File: src/stur_pkg.sv
// Purpose: Shared constants and types for the readiness-test handler
// Assumes: 32-bit APB register access, 200 MHz clock
// Notes:   Status, message and sense codes plus register layout
package stur_pkg;

    // ------------------------------------------------------------------
    // Command and status codes
    // ------------------------------------------------------------------
    localparam logic [7:0] STUR_OP_TUR        = 8'h00;
    localparam logic [7:0] STUR_ST_GOOD       = 8'h00;
    localparam logic [7:0] STUR_ST_CHECK      = 8'h02;
    localparam logic [7:0] STUR_ST_BUSY       = 8'h08;
    localparam logic [7:0] STUR_ST_RESV       = 8'h18;
    localparam logic [7:0] STUR_MSG_COMPLETE  = 8'h00;

    // ------------------------------------------------------------------
    // Sense data
    // ------------------------------------------------------------------
    localparam logic [3:0] STUR_SK_NONE       = 4'h0;
    localparam logic [3:0] STUR_SK_NOT_READY  = 4'h2;
    localparam logic [3:0] STUR_SK_HW_ERR     = 4'h4;
    localparam logic [3:0] STUR_SK_ILLEGAL    = 4'h5;
    localparam logic [3:0] STUR_SK_UNIT_ATTN  = 4'h6;
    localparam logic [3:0] STUR_SK_ABORTED    = 4'hB;
    localparam logic [7:0] STUR_ASC_NOT_READY = 8'h04;
    localparam logic [7:0] STUR_ASCQ_MANUAL   = 8'h89;
    localparam logic [7:0] STUR_ASC_INV_CDB   = 8'h24;
    localparam logic [7:0] STUR_ASC_INV_LUN   = 8'h25;
    localparam logic [7:0] STUR_ASC_ZERO      = 8'h00;

    // ------------------------------------------------------------------
    // Register map (byte addresses)
    // ------------------------------------------------------------------
    localparam logic [11:0] STUR_REG_CDB_LO   = 12'h000;
    localparam logic [11:0] STUR_REG_CDB_HI   = 12'h004;
    localparam logic [11:0] STUR_REG_CTRL     = 12'h008;
    localparam logic [11:0] STUR_REG_COND     = 12'h00C;
    localparam logic [11:0] STUR_REG_RESULT   = 12'h010;
    localparam logic [11:0] STUR_REG_SENSE    = 12'h014;

    // CTRL bits
    localparam int STUR_CTRL_START   = 0;
    localparam int STUR_CTRL_HWCLR   = 1;
    // COND bits
    localparam int STUR_C_OTHER_CMD  = 0;
    localparam int STUR_C_ABORTING   = 1;
    localparam int STUR_C_RSV_OTHER  = 2;
    localparam int STUR_C_MSG_EN     = 3;
    localparam int STUR_C_MSG_ERR    = 4;
    localparam int STUR_C_PAR_ERR    = 5;
    localparam int STUR_C_UNIT_ATTN  = 6;
    localparam int STUR_C_MANUAL     = 7;
    localparam int STUR_C_DIAG       = 8;
    localparam int STUR_C_HW_EVT     = 9;
    localparam int STUR_COND_W       = 10;

    localparam logic [2:0] STUR_LUN_MAX  = 3'h0;
    localparam logic [4:0] STUR_B1_RSVD  = 5'h00;
    localparam logic [31:0] STUR_ZERO32  = 32'h0000_0000;

    typedef struct packed {
        logic [7:0] control;
        logic [7:0] rsvd4;
        logic [7:0] rsvd3;
        logic [7:0] rsvd2;
        logic [2:0] lun;
        logic [4:0] rsvd1;
        logic [7:0] opcode;
    } stur_cdb_t;

    typedef struct packed {
        logic [3:0] key;
        logic [7:0] asc;
        logic [7:0] ascq;
    } stur_sense_t;

    typedef struct packed {
        logic       valid;
        logic [7:0] status;
    } stur_verdict_t;

endpackage : stur_pkg

File: src/stur_top.sv
// Purpose: Target-side readiness-test command handler with SCSI phases
// Assumes: Initiator REQ/ACK handshake on pins, APB for software
// Notes:   Status byte, then Command Complete, then bus free
//
// Design decisions made here: the placing of the registers and register access over APB.
`timescale 1ns/1ps
`default_nettype none
// Functional notes
// - Six-byte CDB, opcode zero, LUN upper bits
// - Good only when nothing would be refused
// - Ignore element reservations of other initiators
// - Status phase sends exactly one byte
// - Message after status accepted, then bus free
// - Busy for other initiator or aborting motion
// - Unit reserved elsewhere gives reservation conflict
// - Message error with messages enabled: check
// - Parity error, messages disabled: check condition
// - Unimplemented LUN gives check condition
// - Pending unit attention gives check condition
// - Latched hardware error gives check condition
// - Any reserved CDB bit set: check condition
// - Manual or maintenance diagnostics: check condition
// - Command never starts a self-test
// - Hardware error sense key until reset; a write of the CTRL HWCLR bit also clears it once the COND STUR_C_HW_EVT bit is clear
// - Not ready sense, codes 04h and 89h
module stur_top (
    input  wire logic        clk_i,
    input  wire logic        sys_rst_i,
    input  wire logic        psel_i,
    input  wire logic        penable_i,
    input  wire logic        pwrite_i,
    input  wire logic [11:0] paddr_i,
    input  wire logic [31:0] pwdata_i,
    output logic [31:0]      prdata_o,
    output logic             pready_o,
    output logic             pslverr_o,
    input  wire logic        ack_n_i,
    output logic             req_o,
    output logic             cd_o,
    output logic             io_o,
    output logic             msg_o,
    output logic             bsy_o,
    output logic [7:0]       data_o,
    output logic             data_oe_o,
    output logic             busy_o,
    output logic             self_test_o
);

    typedef enum logic [2:0] {
        ST_IDLE, ST_STAT, ST_STAT_ACK, ST_MSG, ST_MSG_ACK, ST_FREE
    } stur_state_t;

    stur_state_t          state_q;
    logic [31:0]          prdata_w;
    logic                 pslverr_w;
    logic                 pready_w;
    logic [63:0]          cdb_w;
    logic [stur_pkg::STUR_COND_W-1:0] cond_w;
    logic                 start_w;
    logic                 hwclr_w;
    logic                 ack_s1_q;
    logic                 ack_q;
    logic                 hw_err_q;
    logic [7:0]           status_w;
    stur_pkg::stur_sense_t sense_w;
    stur_pkg::stur_verdict_t verdict_q;
    stur_pkg::stur_sense_t sense_q;
    stur_pkg::stur_cdb_t  cdb_s;
    logic                 opcode_ok;

    assign cdb_s = stur_pkg::stur_cdb_t'(cdb_w[47:0]);

    // ------------------------------------------------------------------
    // Register file and decision
    // ------------------------------------------------------------------
    stur_apb u_apb (
        .clk_i         (clk_i),
        .sys_rst_i     (sys_rst_i),
        .psel_i        (psel_i),
        .penable_i     (penable_i),
        .pwrite_i      (pwrite_i),
        .paddr_i       (paddr_i),
        .pwdata_i      (pwdata_i),
        .status_word_i ({23'h0, verdict_q}),
        .sense_word_i  ({12'h000, sense_q}),
        .prdata_o      (prdata_w),
        .pready_o      (pready_w),
        .pslverr_o     (pslverr_w),
        .cdb_o         (cdb_w),
        .cond_o        (cond_w),
        .start_o       (start_w),
        .hwclr_o       (hwclr_w)
    );

    assign prdata_o  = prdata_w;
    assign pready_o  = pready_w;
    assign pslverr_o = pslverr_w;

    stur_decide u_decide (
        .hw_err_i (hw_err_q),
        .cdb_i    (cdb_s),
        .cond_i   (cond_w),
        .status_o (status_w),
        .sense_o  (sense_w)
    );

    assign opcode_ok = cdb_s.opcode == stur_pkg::STUR_OP_TUR;

    // ------------------------------------------------------------------
    // Acknowledge synchroniser
    // ------------------------------------------------------------------
    always_ff @(posedge clk_i or posedge sys_rst_i) begin
        if (sys_rst_i) begin
            ack_s1_q <= 1'b0;
            ack_q    <= 1'b0;
        end else begin
            ack_s1_q <= ~ack_n_i;
            ack_q    <= ack_s1_q;
        end
    end

    // ------------------------------------------------------------------
    // Hardware error latch
    // ------------------------------------------------------------------
    always_ff @(posedge clk_i or posedge sys_rst_i) begin
        if (sys_rst_i) begin
            hw_err_q <= 1'b0;
        end else if (cond_w[stur_pkg::STUR_C_HW_EVT]) begin
            hw_err_q <= 1'b1;
        end else if (hwclr_w) begin
            hw_err_q <= 1'b0;
        end
    end

    // ------------------------------------------------------------------
    // Verdict capture
    // ------------------------------------------------------------------
    always_ff @(posedge clk_i or posedge sys_rst_i) begin
        if (sys_rst_i) begin
            verdict_q <= '0;
            sense_q   <= '0;
        end else if (state_q == ST_IDLE && start_w && opcode_ok) begin
            verdict_q <= '{1'b1, status_w};
            sense_q   <= sense_w;
        end
    end

    // ------------------------------------------------------------------
    // Phase sequencer
    // ------------------------------------------------------------------
    always_ff @(posedge clk_i or posedge sys_rst_i) begin
        if (sys_rst_i) begin
            state_q <= ST_IDLE;
        end else begin
            unique case (state_q)
                ST_IDLE: begin
                    if (start_w && opcode_ok) state_q <= ST_STAT;
                end
                ST_STAT: begin
                    if (ack_q) state_q <= ST_STAT_ACK;
                end
                ST_STAT_ACK: begin
                    if (!ack_q) state_q <= ST_MSG;
                end
                ST_MSG: begin
                    if (ack_q) state_q <= ST_MSG_ACK;
                end
                ST_MSG_ACK: begin
                    if (!ack_q) state_q <= ST_FREE;
                end
                ST_FREE: state_q <= ST_IDLE;
                default: state_q <= ST_IDLE;
            endcase
        end
    end

    // ------------------------------------------------------------------
    // Bus pins
    // ------------------------------------------------------------------
    always_ff @(posedge clk_i or posedge sys_rst_i) begin
        if (sys_rst_i) begin
            req_o     <= 1'b0;
            cd_o      <= 1'b0;
            io_o      <= 1'b0;
            msg_o     <= 1'b0;
            bsy_o     <= 1'b0;
            data_o    <= 8'h00;
            data_oe_o <= 1'b0;
        end else begin
            req_o     <= (state_q == ST_STAT && !ack_q) ||
                         (state_q == ST_MSG && !ack_q);
            cd_o      <= state_q inside {ST_STAT, ST_STAT_ACK, ST_MSG,
                                         ST_MSG_ACK};
            io_o      <= state_q inside {ST_STAT, ST_STAT_ACK, ST_MSG,
                                         ST_MSG_ACK};
            msg_o     <= state_q inside {ST_MSG, ST_MSG_ACK};
            bsy_o     <= state_q inside {ST_STAT, ST_STAT_ACK, ST_MSG,
                                         ST_MSG_ACK};
            data_oe_o <= state_q inside {ST_STAT, ST_STAT_ACK, ST_MSG,
                                         ST_MSG_ACK};
            data_o    <= (state_q inside {ST_MSG, ST_MSG_ACK}) ?
                         stur_pkg::STUR_MSG_COMPLETE : verdict_q.status;
        end
    end

    always_ff @(posedge clk_i or posedge sys_rst_i) begin
        if (sys_rst_i) begin
            busy_o      <= 1'b0;
            self_test_o <= 1'b0;
        end else begin
            busy_o      <= state_q != ST_IDLE;
            self_test_o <= 1'b0;
        end
    end
endmodule : stur_top
`default_nettype wire

File: src/stur_decide.sv
// Purpose: Combinational status decision for the readiness test
// Assumes: Condition flags are stable while evaluated
// Notes:   One status byte and matching sense data
`timescale 1ns/1ps
`default_nettype none
module stur_decide (
    input  wire logic                       hw_err_i,
    input  wire stur_pkg::stur_cdb_t        cdb_i,
    input  wire logic [stur_pkg::STUR_COND_W-1:0] cond_i,
    output logic [7:0]                      status_o,
    output stur_pkg::stur_sense_t           sense_o
);

    logic busy;
    logic rsv;
    logic rsvd_set;
    logic bad_lun;
    logic not_rdy;

    always_comb begin
        busy     = cond_i[stur_pkg::STUR_C_OTHER_CMD] |
                   cond_i[stur_pkg::STUR_C_ABORTING];
        // Element reservations of others are not an input at all
        rsv      = cond_i[stur_pkg::STUR_C_RSV_OTHER];
        rsvd_set = (cdb_i.rsvd1 != stur_pkg::STUR_B1_RSVD) |
                   (|cdb_i.rsvd2) | (|cdb_i.rsvd3) | (|cdb_i.rsvd4);
        bad_lun  = cdb_i.lun > stur_pkg::STUR_LUN_MAX;
        not_rdy  = cond_i[stur_pkg::STUR_C_MANUAL] |
                   cond_i[stur_pkg::STUR_C_DIAG];
        sense_o  = '{stur_pkg::STUR_SK_NONE, stur_pkg::STUR_ASC_ZERO,
                     stur_pkg::STUR_ASC_ZERO};
        status_o = stur_pkg::STUR_ST_CHECK;
        if (busy) begin
            status_o = stur_pkg::STUR_ST_BUSY;
        end else if (cond_i[stur_pkg::STUR_C_MSG_EN] &
                     cond_i[stur_pkg::STUR_C_MSG_ERR]) begin
            sense_o.key = stur_pkg::STUR_SK_ABORTED;
        end else if (~cond_i[stur_pkg::STUR_C_MSG_EN] &
                     cond_i[stur_pkg::STUR_C_PAR_ERR]) begin
            sense_o.key = stur_pkg::STUR_SK_ABORTED;
        end else if (bad_lun) begin
            sense_o = '{stur_pkg::STUR_SK_ILLEGAL, stur_pkg::STUR_ASC_INV_LUN,
                        stur_pkg::STUR_ASC_ZERO};
        end else if (cond_i[stur_pkg::STUR_C_UNIT_ATTN]) begin
            sense_o.key = stur_pkg::STUR_SK_UNIT_ATTN;
        end else if (hw_err_i) begin
            sense_o.key = stur_pkg::STUR_SK_HW_ERR;
        end else if (rsvd_set) begin
            sense_o = '{stur_pkg::STUR_SK_ILLEGAL, stur_pkg::STUR_ASC_INV_CDB,
                        stur_pkg::STUR_ASC_ZERO};
        end else if (not_rdy) begin
            sense_o = '{stur_pkg::STUR_SK_NOT_READY,
                        stur_pkg::STUR_ASC_NOT_READY,
                        stur_pkg::STUR_ASCQ_MANUAL};
        end else if (rsv) begin
            status_o = stur_pkg::STUR_ST_RESV;
        end else begin
            status_o = stur_pkg::STUR_ST_GOOD;
        end
    end

endmodule : stur_decide
`default_nettype wire

File: src/stur_apb.sv
// Purpose: APB slave register file for the readiness-test handler
// Assumes: One-wait-state APB, 32-bit aligned words
// Notes:   Unmapped addresses read zero and raise pslverr
`timescale 1ns/1ps
`default_nettype none
module stur_apb (
    input  wire logic        clk_i,
    input  wire logic        sys_rst_i,
    input  wire logic        psel_i,
    input  wire logic        penable_i,
    input  wire logic        pwrite_i,
    input  wire logic [11:0] paddr_i,
    input  wire logic [31:0] pwdata_i,
    input  wire logic [31:0] status_word_i,
    input  wire logic [31:0] sense_word_i,
    output logic [31:0]      prdata_o,
    output logic             pready_o,
    output logic             pslverr_o,
    output logic [63:0]      cdb_o,
    output logic [stur_pkg::STUR_COND_W-1:0] cond_o,
    output logic             start_o,
    output logic             hwclr_o
);

    logic acc;
    logic wr;
    logic mapped;

    assign acc = psel_i & penable_i;
    assign wr  = acc & pready_o & pwrite_i;

    always_comb begin
        unique case (paddr_i)
            stur_pkg::STUR_REG_CDB_LO, stur_pkg::STUR_REG_CDB_HI,
            stur_pkg::STUR_REG_CTRL, stur_pkg::STUR_REG_COND,
            stur_pkg::STUR_REG_RESULT, stur_pkg::STUR_REG_SENSE: mapped = 1'b1;
            default: mapped = 1'b0;
        endcase
    end

    // One wait state keeps every answer registered
    always_ff @(posedge clk_i or posedge sys_rst_i) begin
        if (sys_rst_i) begin
            pready_o  <= 1'b0;
            pslverr_o <= 1'b0;
        end else begin
            pready_o  <= acc & ~pready_o;
            pslverr_o <= acc & ~pready_o & ~mapped;
        end
    end

    always_ff @(posedge clk_i or posedge sys_rst_i) begin
        if (sys_rst_i) begin
            cdb_o  <= '0;
            cond_o <= '0;
        end else if (wr) begin
            if (paddr_i == stur_pkg::STUR_REG_CDB_LO) cdb_o[31:0] <= pwdata_i;
            if (paddr_i == stur_pkg::STUR_REG_CDB_HI) cdb_o[63:32] <= pwdata_i;
            if (paddr_i == stur_pkg::STUR_REG_COND)
                cond_o <= pwdata_i[stur_pkg::STUR_COND_W-1:0];
        end
    end

    always_ff @(posedge clk_i or posedge sys_rst_i) begin
        if (sys_rst_i) begin
            start_o <= 1'b0;
            hwclr_o <= 1'b0;
        end else begin
            start_o <= wr & (paddr_i == stur_pkg::STUR_REG_CTRL) &
                       pwdata_i[stur_pkg::STUR_CTRL_START];
            hwclr_o <= wr & (paddr_i == stur_pkg::STUR_REG_CTRL) &
                       pwdata_i[stur_pkg::STUR_CTRL_HWCLR];
        end
    end

    always_ff @(posedge clk_i or posedge sys_rst_i) begin
        if (sys_rst_i) begin
            prdata_o <= stur_pkg::STUR_ZERO32;
        end else if (acc & ~pready_o & ~pwrite_i) begin
            unique case (paddr_i)
                stur_pkg::STUR_REG_CDB_LO: prdata_o <= cdb_o[31:0];
                stur_pkg::STUR_REG_CDB_HI: prdata_o <= cdb_o[63:32];
                stur_pkg::STUR_REG_COND:   prdata_o <= {22'h0, cond_o};
                stur_pkg::STUR_REG_RESULT: prdata_o <= status_word_i;
                stur_pkg::STUR_REG_SENSE:  prdata_o <= sense_word_i;
                default:                   prdata_o <= stur_pkg::STUR_ZERO32;
            endcase
        end else begin
            prdata_o <= stur_pkg::STUR_ZERO32;
        end
    end

endmodule : stur_apb
`default_nettype wire

File: config.mk
export PLATFORM = sky130hd
export DESIGN_NAME = stur_top
export DESIGN_NICKNAME = d
export VERILOG_FILES = /design/src/stur_pkg.sv /design/src/stur_top.sv /design/src/stur_decide.sv /design/src/stur_apb.sv
export SDC_FILE = /design/constraint.sdc
export NUM_CORES = 1
export LEC_CHECK = 0
export ABC_CLOCK_PERIOD_IN_PS = 4500
export BUFFER_PORTS_ARGS = -buffer_cell sky130_fd_sc_hd__buf_4
export CAP_MARGIN = 20
export CELL_PAD_IN_SITES_DETAIL_PLACEMENT = 0
export CELL_PAD_IN_SITES_GLOBAL_PLACEMENT = 1
export CORE_ASPECT_RATIO = 0.75
export CORE_MARGIN = 5
export CORE_UTILIZATION = 39
export CTS_BUF_LIST = sky130_fd_sc_hd__clkbuf_8
export CTS_CLUSTER_DIAMETER = 60
export CTS_CLUSTER_SIZE = 14
export DETAILED_ROUTE_END_ITERATION = 10
export PLACE_DENSITY_LB_ADDON = 0.1
export SYNTH_ARGS = -nofsm -noshare
export SYNTH_HDL_FRONTEND = slang
export SYNTH_SLANG_ARGS = --single-unit
File: constraint.sdc
create_clock -name clk_i -period 4.5 [get_ports clk_i]
set_clock_uncertainty 0.1 [all_clocks]
set_input_delay 0.45 -clock clk_i [delete_from_list [all_inputs] [get_ports clk_i]]
set_output_delay 0.45 -clock clk_i [all_outputs]
set_load 0.01 [all_outputs]
==> results by group, run 1 <==
Die
  • Initial Util: 0.396
  • Chip width: 150 um
  • Die ar.: 0.0172 mm2
  • Chip height: 115 um
  • Core area: 0.0145 mm2
  • Site Rows: 38
  • # IOs: 100

Timing
  • Worst slew pin tran: 937 ps
  • Final min period: 2590 ps
  • Hold Vio Cnt, Final: 0
  • RSZ-0062 raised after global routing: false
  • Max Clock Freq: 0.386 GHz
  • Fin worst setup slack: 1910 ps
  • Tcrit/Tclk final: 0.576
  • Final setup violation count: 0
  • Setup_tns: 0 ps
  • Relative slew slack: 0.373
  • Final count of pins violating max slew: 0

Global route
  • GRT busiest layer: met1
  • Initial antenna violation count: 0
  • GRT met2 Usage: 0.236
  • Met3 Use GR: 0.0603
  • First-pass GRT wire length: 22500 um
  • M1 GR Usage: 0.264
  • Largest net degree at the start of global routing: 48
  • Number of global-route vias before repair: 4005
  • GR Util All Layers: 0.173
  • Grt ovf: 0

Routing
  • DR WL/cell: 18.4 um
  • DR vias: 3799
  • DR iter-0 viols: 185
  • Vias per cell: 5.02
  • DRC: 0
  • ANT nets after route: 0
  • Final WL: 14000 um
  • DR pass1 iterations: 5

Setup path
  • Data required, critical path: 4720 ps
  • CP cell instances: buf_4 > nor3_1 > nand3_4 > nor3b_4 > buf_4 > and2_1 > buf_12 > mux2_2
  • Critical path type: input port to flop
  • Critical Path Sink Type: flop
  • Worst-case reg-to-reg path depth: 5
  • CP max-delay cell: and2_1
  • Maximum fanout along the worst path: 20
  • CP dominant cell by count: buf_4
  • Worst setup SP type: input port
  • CP Data Arrival Time: 2820 ps
  • Slowest Stage Delay on Critical Path: 580 ps

Pwr
  • Logic pwr share: 0.091
  • Net switching share of the total power: 0.240
  • Reg power frac: 0.514
  • Clock network power share: 0.395
  • PD cells: 354 mW/mm2
  • Switch Pwr: 594 uW
  • VDD IR max: 0.168 mV
  • Tot Pwr: 2.47 mW
  • Int Power: 1.88 mW
  • Leakage power: 3.46 nW

Final layout
  • Area growth, synth to finish: 21.8%
  • Fillcell total: 1344
  • NumNets Final: 595
  • Post-layout util: 0.482
  • # diodes: 0
  • Share of post-route cells with drive strength above 1: 0.379
  • Finished Cell Area: 0.00697 mm2

Clock tree
  • CTS tree: done
  • H-tree depth: 4
  • Max Buffers Root-to-Sink: 2
  • Num CTS Buffers: 17
  • Clock Latency Late Sink: 440 ps
  • Postcts setup bufs: 0
  • CTS Root Buffer Type: clkbuf_8
  • Post-CTS Hold Fix Bufs: 1
  • Clk pin slew, worst setup/hold paths: 70 ps
  • Post-CTS sizing: 0
  • CTS sink count: 135

Placement
  • Pre-CTS setup slack: 1350 ps
  • Hpwl dp: 9710 um
  • Routability congestion estimate: 0.780
  • Placed cell area: 0.00655 mm2
  • Count of input and output buffers: 93

Outcome
  • Status: finished, final reports clean

Synthesis
  • Register area share after synthesis: 0.590
  • Mapped Area: 0.00573 mm2
  • Number of synthesized flops with an enable pin: 0
  • Gate Count Post-Synth: 450
  • Flops & latches, synth: 135
  • Yosys top cell by area: dfrtp_1
  • Synth Warn #: 0
  • Top cells by area, synth: dfrtp_1 59%, mux2_2 14%, nor2_1 3.4%
  • Synth unique cells: 47
  • Synth Area per Inst: 12.7 um2
  • Top-area cell type share of the netlist area: 0.590
  • Async SR Flop Fraction: 1.00
  • Main flop type after synthesis: dfrtp_1

Job
  • MaxCap Viol Count: 0

Worst hold path
  • Hold path cells: 2
  • Type of the worst min-delay path: input port to flop
## Yosys cell counts, types with 2 or more instances
| master | n |
|---|---|
| dfrtp_1 | 135 |
| mux2_2 | 72 |
| nor2_1 | 52 |
| a21oi_1 | 24 |
| a22oi_1 | 16 |
| mux2i_1 | 15 |
| nand2_1 | 12 |
| buf_4 | 10 |
| clkbuf_1 | 8 |
| o21ai_0 | 8 |
| and2_1 | 7 |
| nor4_1 | 7 |
| buf_6 | 6 |
| inv_1 | 6 |
| nor3_1 | 6 |
| a22o_1 | 5 |
| nand2b_1 | 5 |
| nor2b_1 | 5 |
| a21o_1 | 4 |
| a31oi_1 | 4 |
| buf_2 | 4 |
| nand3_1 | 3 |
| nand4_1 | 3 |
| or3_1 | 3 |
| a32oi_1 | 2 |
| and4_1 | 2 |
| mux2_1 | 2 |
| nor3b_1 | 2 |
| nor4_4 | 2 |
| o22a_1 | 2 |
| or3_4 | 2 |
## kinds of logic after synthesis
logic type / synth area share
buffers and inverters: 0.0382
XOR/XNOR: 0.00306
flip-flops: 0.590
AO/OA/AOI/OAI: 0.0739
multiplexers: 0.172
AND/OR/NAND/NOR: 0.122
other: 0.000655
## registers in the layout (all words and copies together) (netlist names), 3 cells and up
name            count
u_apb.cdb_o        64
sense_q             8
verdict_q           4
state_q             3
data_o              3
u_apb.prdata_o     32
u_apb.cond_o       10
## metrics by stage
step / hold WS (ps) / instances
after floorplan: 231 / 455
after global placement: 233 / 724
after detailed placement: 242 / 724
after CTS: 14.2 / 756
after global routing: 22.3 / 757
final: 43.2 / 757
## placed cells by master (no fill, tap or decap), types with 6 or more instances in the layout
| master | instances |
|---|---|
| nor3_1 | 6 |
| mux2_2 | 72 |
| o21ai_0 | 8 |
| nor2_1 | 52 |
| conb_1 | 6 |
| buf_4 | 97 |
| a21oi_1 | 24 |
| nor4_1 | 7 |
| mux2i_1 | 15 |
| and2_1 | 7 |
| clkbuf_8 | 20 |
| a22oi_1 | 16 |
| nand2_1 | 12 |
| dfrtp_1 | 135 |
| inv_1 | 8 |
## cell type report
cell class	instances	area, um2	area share
inverter	6	27.5	0.00395
sequential	135	3380	0.484
clock buffer	20	275	0.0395
tap	200	250	0.0359
clock inverter	11	109	0.0156
timing repair buffer	100	786	0.113
multi-input combinational	285	2150	0.308
## metal layers
layer / vias to the layer above / routed length [um] / part of all wire
li1: 1778 / - / -
met1: 1904 / 6820 / 0.49
met2: 107 / 5910 / 0.42
met3: 10 / 1110 / 0.080
met4: 0 / 116 / 0.0083
met5: - / 0 / 0
## worst paths after layout
| kind | start | end | slack (ps) |
|---|---|---|---|
| max in group asynchronous | sys_rst_i | u_apb.hwclr_o$_DFF_PP0_ | 2880 |
| min reg2reg | ack_s1_q$_DFF_PP0_ | ack_q$_DFF_PP0_ | 250 |
| max | paddr_i[1] | u_apb.cdb_o[56]$_DFFE_PP0P_ | 1910 |
| max reg2reg | u_apb.cdb_o[4]$_DFFE_PP0P_ | sense_q[10]$_DFFE_PP0P_ | 2030 |
| min | ack_n_i | ack_s1_q$_DFF_PP0_ | 40 |
| min in group asynchronous | sys_rst_i | ack_s1_q$_DFF_PP0_ | 480 |
## critical path: cells and delay by family
family                 cells  cell delay, ps
buffers and inverters      3             640
muxes                      1             350
and+or+nand+nor            4            1370
## power by group through the flow
stage | logic (mW) | clock network, mW | registers [mW]
final | 0.224 | 0.976 | 1.27
after global routing | 0.246 | 1.07 | 1.28
after CTS | 0.229 | 1.01 | 1.27
after detailed placement | 0.227 | 0 | 1.29
after global placement | 0.224 | 0 | 1.29
after floorplan | 0.136 | 0 | 1.29
Note: power is estimated with default switching activity, not from simulation.
==> inputs of run 2 (changes only) <==
--- a/config.mk
+++ b/config.mk
@@ -5,7 +5,8 @@
 export SDC_FILE = /design/constraint.sdc
 export NUM_CORES = 1
 export LEC_CHECK = 0
-export ABC_CLOCK_PERIOD_IN_PS = 4500
+export ABC_AREA = 1
+export ABC_CLOCK_PERIOD_IN_PS = 2400
 export BUFFER_PORTS_ARGS = -buffer_cell sky130_fd_sc_hd__buf_4
 export CAP_MARGIN = 20
 export CELL_PAD_IN_SITES_DETAIL_PLACEMENT = 0
==> constraint.sdc (replaced) <==
create_clock -name clk_i -period 2.4 [get_ports clk_i]
set_clock_uncertainty 0.1 [all_clocks]
set_input_delay 0.24 -clock clk_i [delete_from_list [all_inputs] [get_ports clk_i]]
set_output_delay 0.24 -clock clk_i [all_outputs]
set_load 0.01 [all_outputs]
==> run 2 against run 1 <==
Compared with the run above:
- sequential share of layout area fell by 5.4 points
- first-iteration DRC count rose by 110%
- register-to-register slack lost 1300 ps
- count of clock-buffer cells in the layout down 1
- largest cell class unchanged
- highest routed layer unchanged
==> results by group, run 2 <==
Final layout
  • Commonest non-fill, non-tap cell in the layout: dfrtp_1
  • Multi-input gate area: 0.00211 mm2
  • # diodes: 0
  • Fillcell total: 1497
  • Max FFs per register: 64
  • Final cell count without fillers: 1080
  • Commonest non-fill, non-tap cells in the layout: 135 x dfrtp_1, 129 x nand2_1, 118 x inv_1
  • Most flop-heavy register: u_apb.cdb_o
  • Largest registers: u_apb.cdb_o: 64 flops, u_apb.prdata_o: 32 flops, u_apb.cond_o: 10 flops
  • Share of post-route cells with drive strength above 1: 0.206
  • Sequential Area: 0.00338 mm2
  • Area growth, synth to finish: 27.4%
  • NumNets Final: 912

Timing
  • RSZ-0062 raised after global routing: false
  • Hold Vio Cnt, Final: 0
  • Worst slew pin tran: 760 ps
  • Final min period: 2130 ps
  • Setup_tns: 0 ps
  • Tcrit/Tclk final: 0.888
  • Relative slew slack: 0.492
  • Max Clock Freq: 0.469 GHz
  • Final setup violation count: 0
  • Final count of pins violating max slew: 0

Clock tree
  • Post-CTS sizing: 0
  • Num CTS Buffers: 17
  • Max Buffers Root-to-Sink: 2
  • CTS Root Buffer Type: clkbuf_8
  • Clk pin slew, worst setup/hold paths: 80 ps
  • Clock Latency Late Sink: 440 ps
  • CTS tree: done
  • CTS sink count: 135
  • H-tree depth: 4

Job
  • MaxCap Viol Count: 0

Die
  • Die ar.: 0.0184 mm2
  • # IOs: 100
  • Initial Util: 0.401
  • Site Rows: 39
  • Core area: 0.0154 mm2
  • Chip height: 119 um
  • Chip width: 155 um

Outcome
  • Status: finished, final reports clean

Pwr
  • Leakage power: 3.80 nW
  • VDD IR max: 0.337 mV
  • Tot Pwr: 5.02 mW
  • PD cells: 640 mW/mm2

Synthesis
  • Gate Count Post-Synth: 732
  • Synth Area per Inst: 8.41 um2
  • Synth Warn #: 0
  • Flops & latches, synth: 135
  • Main flop type after synthesis: dfrtp_1
  • Yosys top cell by area: dfrtp_1
  • Async SR Flop Fraction: 1.00
  • Synth top cells by count: 135 x dfrtp_1, 129 x nand2_1, 118 x inv_1, 98 x nor2_1, 66 x o21ai_0
  • Register area share after synthesis: 0.548
  • Top cells by area, synth: dfrtp_1 55%, nand2_1 7.9%, inv_1 7.2%
  • Mapped Area: 0.00616 mm2
  • Synth unique cells: 28
  • Top-area cell type share of the netlist area: 0.548
  • Most common cell in the netlist: dfrtp_1
  • Number of synthesized flops with an enable pin: 0

Setup path
  • CP Data Arrival Time: 2390 ps
  • Critical Path Sink Type: flop
  • Data required, critical path: 2660 ps
  • Critical path type: input port to flop
  • Worst setup SP type: input port
  • Maximum fanout along the worst path: 32

Global route
  • GR Util All Layers: 0.187
  • Number of global-route vias before repair: 5254
  • First-pass GRT wire length: 27300 um
  • Largest net degree at the start of global routing: 65
  • Initial antenna violation count: 0
  • Grt ovf: 0

Routing
  • DR WL/cell: 15.0 um
  • Final WL: 16200 um
  • DRC: 0
  • ANT nets after route: 0
  • DR pass1 iterations: 5
  • Vias per cell: 4.67
  • DR iter-0 viols: 389
  • DR vias: 5041

Worst hold path
  • Type of the worst min-delay path: input port to flop

Placement
  • Routability congestion estimate: 0.870
  • Count of input and output buffers: 93
  • Hpwl dp: 11300 um
  • Placed instance count: 1014
-- run 2: cell types whose count changed after synthesis, sizes merged, moves of 7 or more --
| cell | before | now |
|---|---|---|
| a21oi | 24 | 4 |
| a22oi | 16 | 0 |
| and2 | 7 | 0 |
| inv | 6 | 118 |
| mux2 | 74 | 0 |
| mux2i | 15 | 0 |
| nand2 | 13 | 133 |
| nand3 | 5 | 62 |
| nor2 | 53 | 114 |
| nor4 | 9 | 0 |
| o21ai | 8 | 111 |
-- run 2: path summary, 6_finish.rpt --
check,startpoint,slack (ps),depth (start not counted),end
setup / recovery,penable_i,270,9,u_apb.prdata_o[20]$_DFF_PP0_
hold reg to reg,ack_s1_q$_DFF_PP0_,250,0,ack_q$_DFF_PP0_
setup reg to reg,u_apb.cdb_o[0]$_DFFE_PP0P_,680,9,sense_q[17]$_DFFE_PP0P_
min in group asynchronous,sys_rst_i,380,3,data_oe_o$_DFF_PP0_
max in group asynchronous,sys_rst_i,1200,4,u_apb.cdb_o[22]$_DFFE_PP0P_
hold / removal,pwdata_i[2],30,3,u_apb.cdb_o[2]$_DFFE_PP0P_
-- run 2: power by group --
group / internal (mW) / switching, mW / total, mW / leakage [nW]
registers: 2.33 / 0.0416 / 2.37 / 1.87
logic: 0.237 / 0.307 / 0.544 / 1.71
clock network: 1.18 / 0.923 / 2.10 / 0.219
total: 3.75 / 1.27 / 5.02 / 3.80
-- run 2: cells by family (layout without fill, tap and decap cells) --
logic type             Yosys count  in the layout  synth area share
other                            1              6          0.000609
AO/OA/AOI/OAI                  118            118             0.103
buffers and inverters          156            294             0.112
AND/OR/NAND/NOR                322            322             0.237
flip-flops                     135            135             0.548
-- run 2: routing by layer --
layer,track usage,up-vias,share of wire
li1,-,2520,-
met1,0.277,2380,0.49
met2,0.281,124,0.44
met3,0.0431,17,0.059
met4,0.0458,0,0.011
met5,0,-,0
-- run 2: metrics by stage --
step                       util  setup slack [ps]  cell area [um2]  hold WS (ps)
after detailed placement  0.460               319             7070           236
after floorplan               -               381             6180           199
after CTS                 0.511               254             7850          3.18
after global placement    0.460               307             7070           234
after global routing      0.511              76.3             7850          5.58
final                     0.511               268             7850          27.3
-- run 2: area by class of cell --
| cell class | count | share of cell area |
|---|---|---|
| Clock inverter | 13 | 0.0228 |
| Tap cell | 205 | 0.0327 |
| Multi-Input combinational cell | 446 | 0.269 |
| Timing Repair Buffer | 143 | 0.154 |
| Sequential cell | 135 | 0.430 |
| Clock buffer | 19 | 0.0333 |
| Inverter | 119 | 0.0575 |
-- run 2: repair_timing --
| action | 4_1_cts | 5_1_grt |
|---|---|---|
| endpoints found under the setup margin | 0 | 0 |
| hold endpoints to repair | 81 | 0 |
| buffers inserted | 0 | 0 |
| hold buffers | 34 | 0 |
-- run 2: critical path, stage by stage --
cell           delay, ps
dlygate4sd3_1        530
buf_4                100
nand2_1               60
dlygate4sd3_1        560
nor2_1               120
inv_1                 80
nor2_1               180
nand2_4              300
nor2_1               200
==> inputs of run 3 (changes only) <==
--- a/config.mk
+++ b/config.mk
@@ -18,7 +18,7 @@
 export CTS_CLUSTER_DIAMETER = 60
 export CTS_CLUSTER_SIZE = 14
 export DETAILED_ROUTE_END_ITERATION = 10
-export PLACE_DENSITY_LB_ADDON = 0.1
+export PLACE_DENSITY = 0.73
 export SYNTH_ARGS = -nofsm -noshare
 export SYNTH_HDL_FRONTEND = slang
 export SYNTH_SLANG_ARGS = --single-unit
==> run 3 against run 2 <==
Compared with the run above:
- worst hold slack better by 140 ps
- global-route usage is 0.61 points lower
- clock power is 6% lower
- largest cell class unchanged
==> results by group, run 3 (same netlist as run 2, synthesis figures left out) <==
Pwr
  • Net switching share of the total power: 0.256
  • Tot Pwr: 4.89 mW
  • Leakage power: 3.75 nW
  • Logic pwr share: 0.108
  • Int Power: 3.63 mW
  • Clock network power share: 0.405
  • Reg power frac: 0.487
  • VDD IR max: 0.313 mV
  • Switch Pwr: 1.25 mW
  • PD cells: 629 mW/mm2

Worst hold path
  • Type of the worst min-delay path: input port to flop

Routing
  • DR iter-0 viols: 367
  • ANT nets after route: 0
  • Final WL: 16100 um
  • Vias per cell: 4.69
  • DR pass1 iterations: 5
  • DR WL/cell: 14.9 um
  • DRC: 0
  • DR vias: 5050

Setup path
  • Critical Path Sink Type: flop
  • Worst setup SP type: input port
  • CP Data Arrival Time: 2340 ps
  • Maximum fanout along the worst path: 32
  • Critical path type: input port to flop
  • Data required, critical path: 2670 ps

Final layout
  • Most flop-heavy register: u_apb.cdb_o
  • Share of post-route cells with drive strength above 1: 0.202
  • Commonest non-fill, non-tap cell in the layout: dfrtp_1
  • Max FFs per register: 64
  • Fillcell total: 1460
  • NumNets Final: 909
  • Largest registers: u_apb.cdb_o: 64 flops, u_apb.prdata_o: 32 flops, u_apb.cond_o: 10 flops
  • Sequential Area: 0.00338 mm2
  • # diodes: 0
  • Area growth, synth to finish: 26.1%
  • Commonest non-fill, non-tap cells in the layout: 135 x dfrtp_1, 129 x nand2_1, 117 x inv_1
  • Multi-input gate area: 0.00211 mm2

Clock tree
  • CTS sink count: 135
  • Num CTS Buffers: 17
  • Clock Latency Late Sink: 460 ps
  • CTS Root Buffer Type: clkbuf_8
  • Max Buffers Root-to-Sink: 2
  • CTS tree: done
  • H-tree depth: 4
  • Post-CTS sizing: 0
  • Clk pin slew, worst setup/hold paths: 80 ps

Global route
  • GR Util All Layers: 0.181
  • Initial antenna violation count: 0
  • Largest net degree at the start of global routing: 136
  • Grt ovf: 0
  • Number of global-route vias before repair: 4998
  • First-pass GRT wire length: 26100 um

Die
  • Die ar.: 0.0184 mm2
  • Chip height: 119 um
  • Site Rows: 39
  • Core area: 0.0154 mm2
  • Initial Util: 0.401
  • # IOs: 100
  • Chip width: 155 um

Placement
  • Pre-CTS setup slack: 438 ps
  • Hpwl dp: 11100 um
  • Count of input and output buffers: 93
  • Routability congestion estimate: 0.961

Timing
  • Hold Vio Cnt, Final: 0
  • Tcrit/Tclk final: 0.864
  • Relative slew slack: 0.446
  • Final setup violation count: 0
  • Max Clock Freq: 0.482 GHz
  • Setup_tns: 0 ps
  • RSZ-0062 raised after global routing: false
  • Final count of pins violating max slew: 0
  • Worst slew pin tran: 822 ps
  • Fin worst setup slack: 326 ps
  • Final min period: 2070 ps
  • Hold_ws: 166 ps

Outcome
  • Status: finished, final reports clean

Job
  • MaxCap Viol Count: 0
run 3: final timing paths:
path	start	endpoint	slack, ps	cells past startpoint
worst max-delay path	penable_i	u_apb.prdata_o[19]$_DFF_PP0_	330	9
worst min-delay path	paddr_i[0]	u_apb.pslverr_o$_DFF_PP0_	170	5
worst max register to register	u_apb.cdb_o[1]$_DFFE_PP0P_	sense_q[17]$_DFFE_PP0P_	500	9
worst min register to register	ack_s1_q$_DFF_PP0_	ack_q$_DFF_PP0_	320	0
max in group asynchronous	sys_rst_i	sense_q[16]$_DFFE_PP0P_	1210	4
min in group asynchronous	sys_rst_i	u_apb.prdata_o[2]$_DFF_PP0_	450	4
run 3: area by class of cell:
class | count | area share
sequential | 135 | 0.435
multi-input combinational | 446 | 0.272
timing repair buffer | 140 | 0.148
inverter | 119 | 0.0581
clock buffer | 19 | 0.0337
tap | 205 | 0.0330
clock inverter | 13 | 0.0198
run 3: critical path, stage by stage:
cell           delay [ps]
dlygate4sd3_1         520
buf_4                 100
nand2_1                50
dlygate4sd3_1         550
nor2_1                110
inv_1                  70
nor2_1                180
nand2_4               300
nor2_1                190
run 3: metal layers:
layer	track usage	routed length [um]	vias up
met1	0.263	7820	2373
met3	0.0537	984	14
met5	0	0	-
li1	-	-	2522
met4	0.0541	182	0
met2	0.264	7080	141
run 3: stage by stage:
stage	area (um2)	util	instances
floorplan	6180	-	737
global placement	6990	0.455	1009
detailed placement	6990	0.455	1009
CTS	7770	0.505	1077
global route	7770	0.505	1077
finish	7770	0.505	1077
run 3: power groups by stage:
stage | sequential [mW] | clock, mW | combinational [mW]
detailed placement | 2.42 | 0 | 0.490
global placement | 2.42 | 0 | 0.469
CTS | 2.38 | 2.03 | 0.535
global route | 2.39 | 2.13 | 0.593
finish | 2.38 | 1.98 | 0.528
floorplan | 2.42 | 0 | 0.296
run 3: what timing repair did:
action | CTS | global route
hold buffers | 36 | 0
hold endpoints to repair | 204 | 0
setup endpoints to repair | 0 | 0
setup buffers | 0 | 0
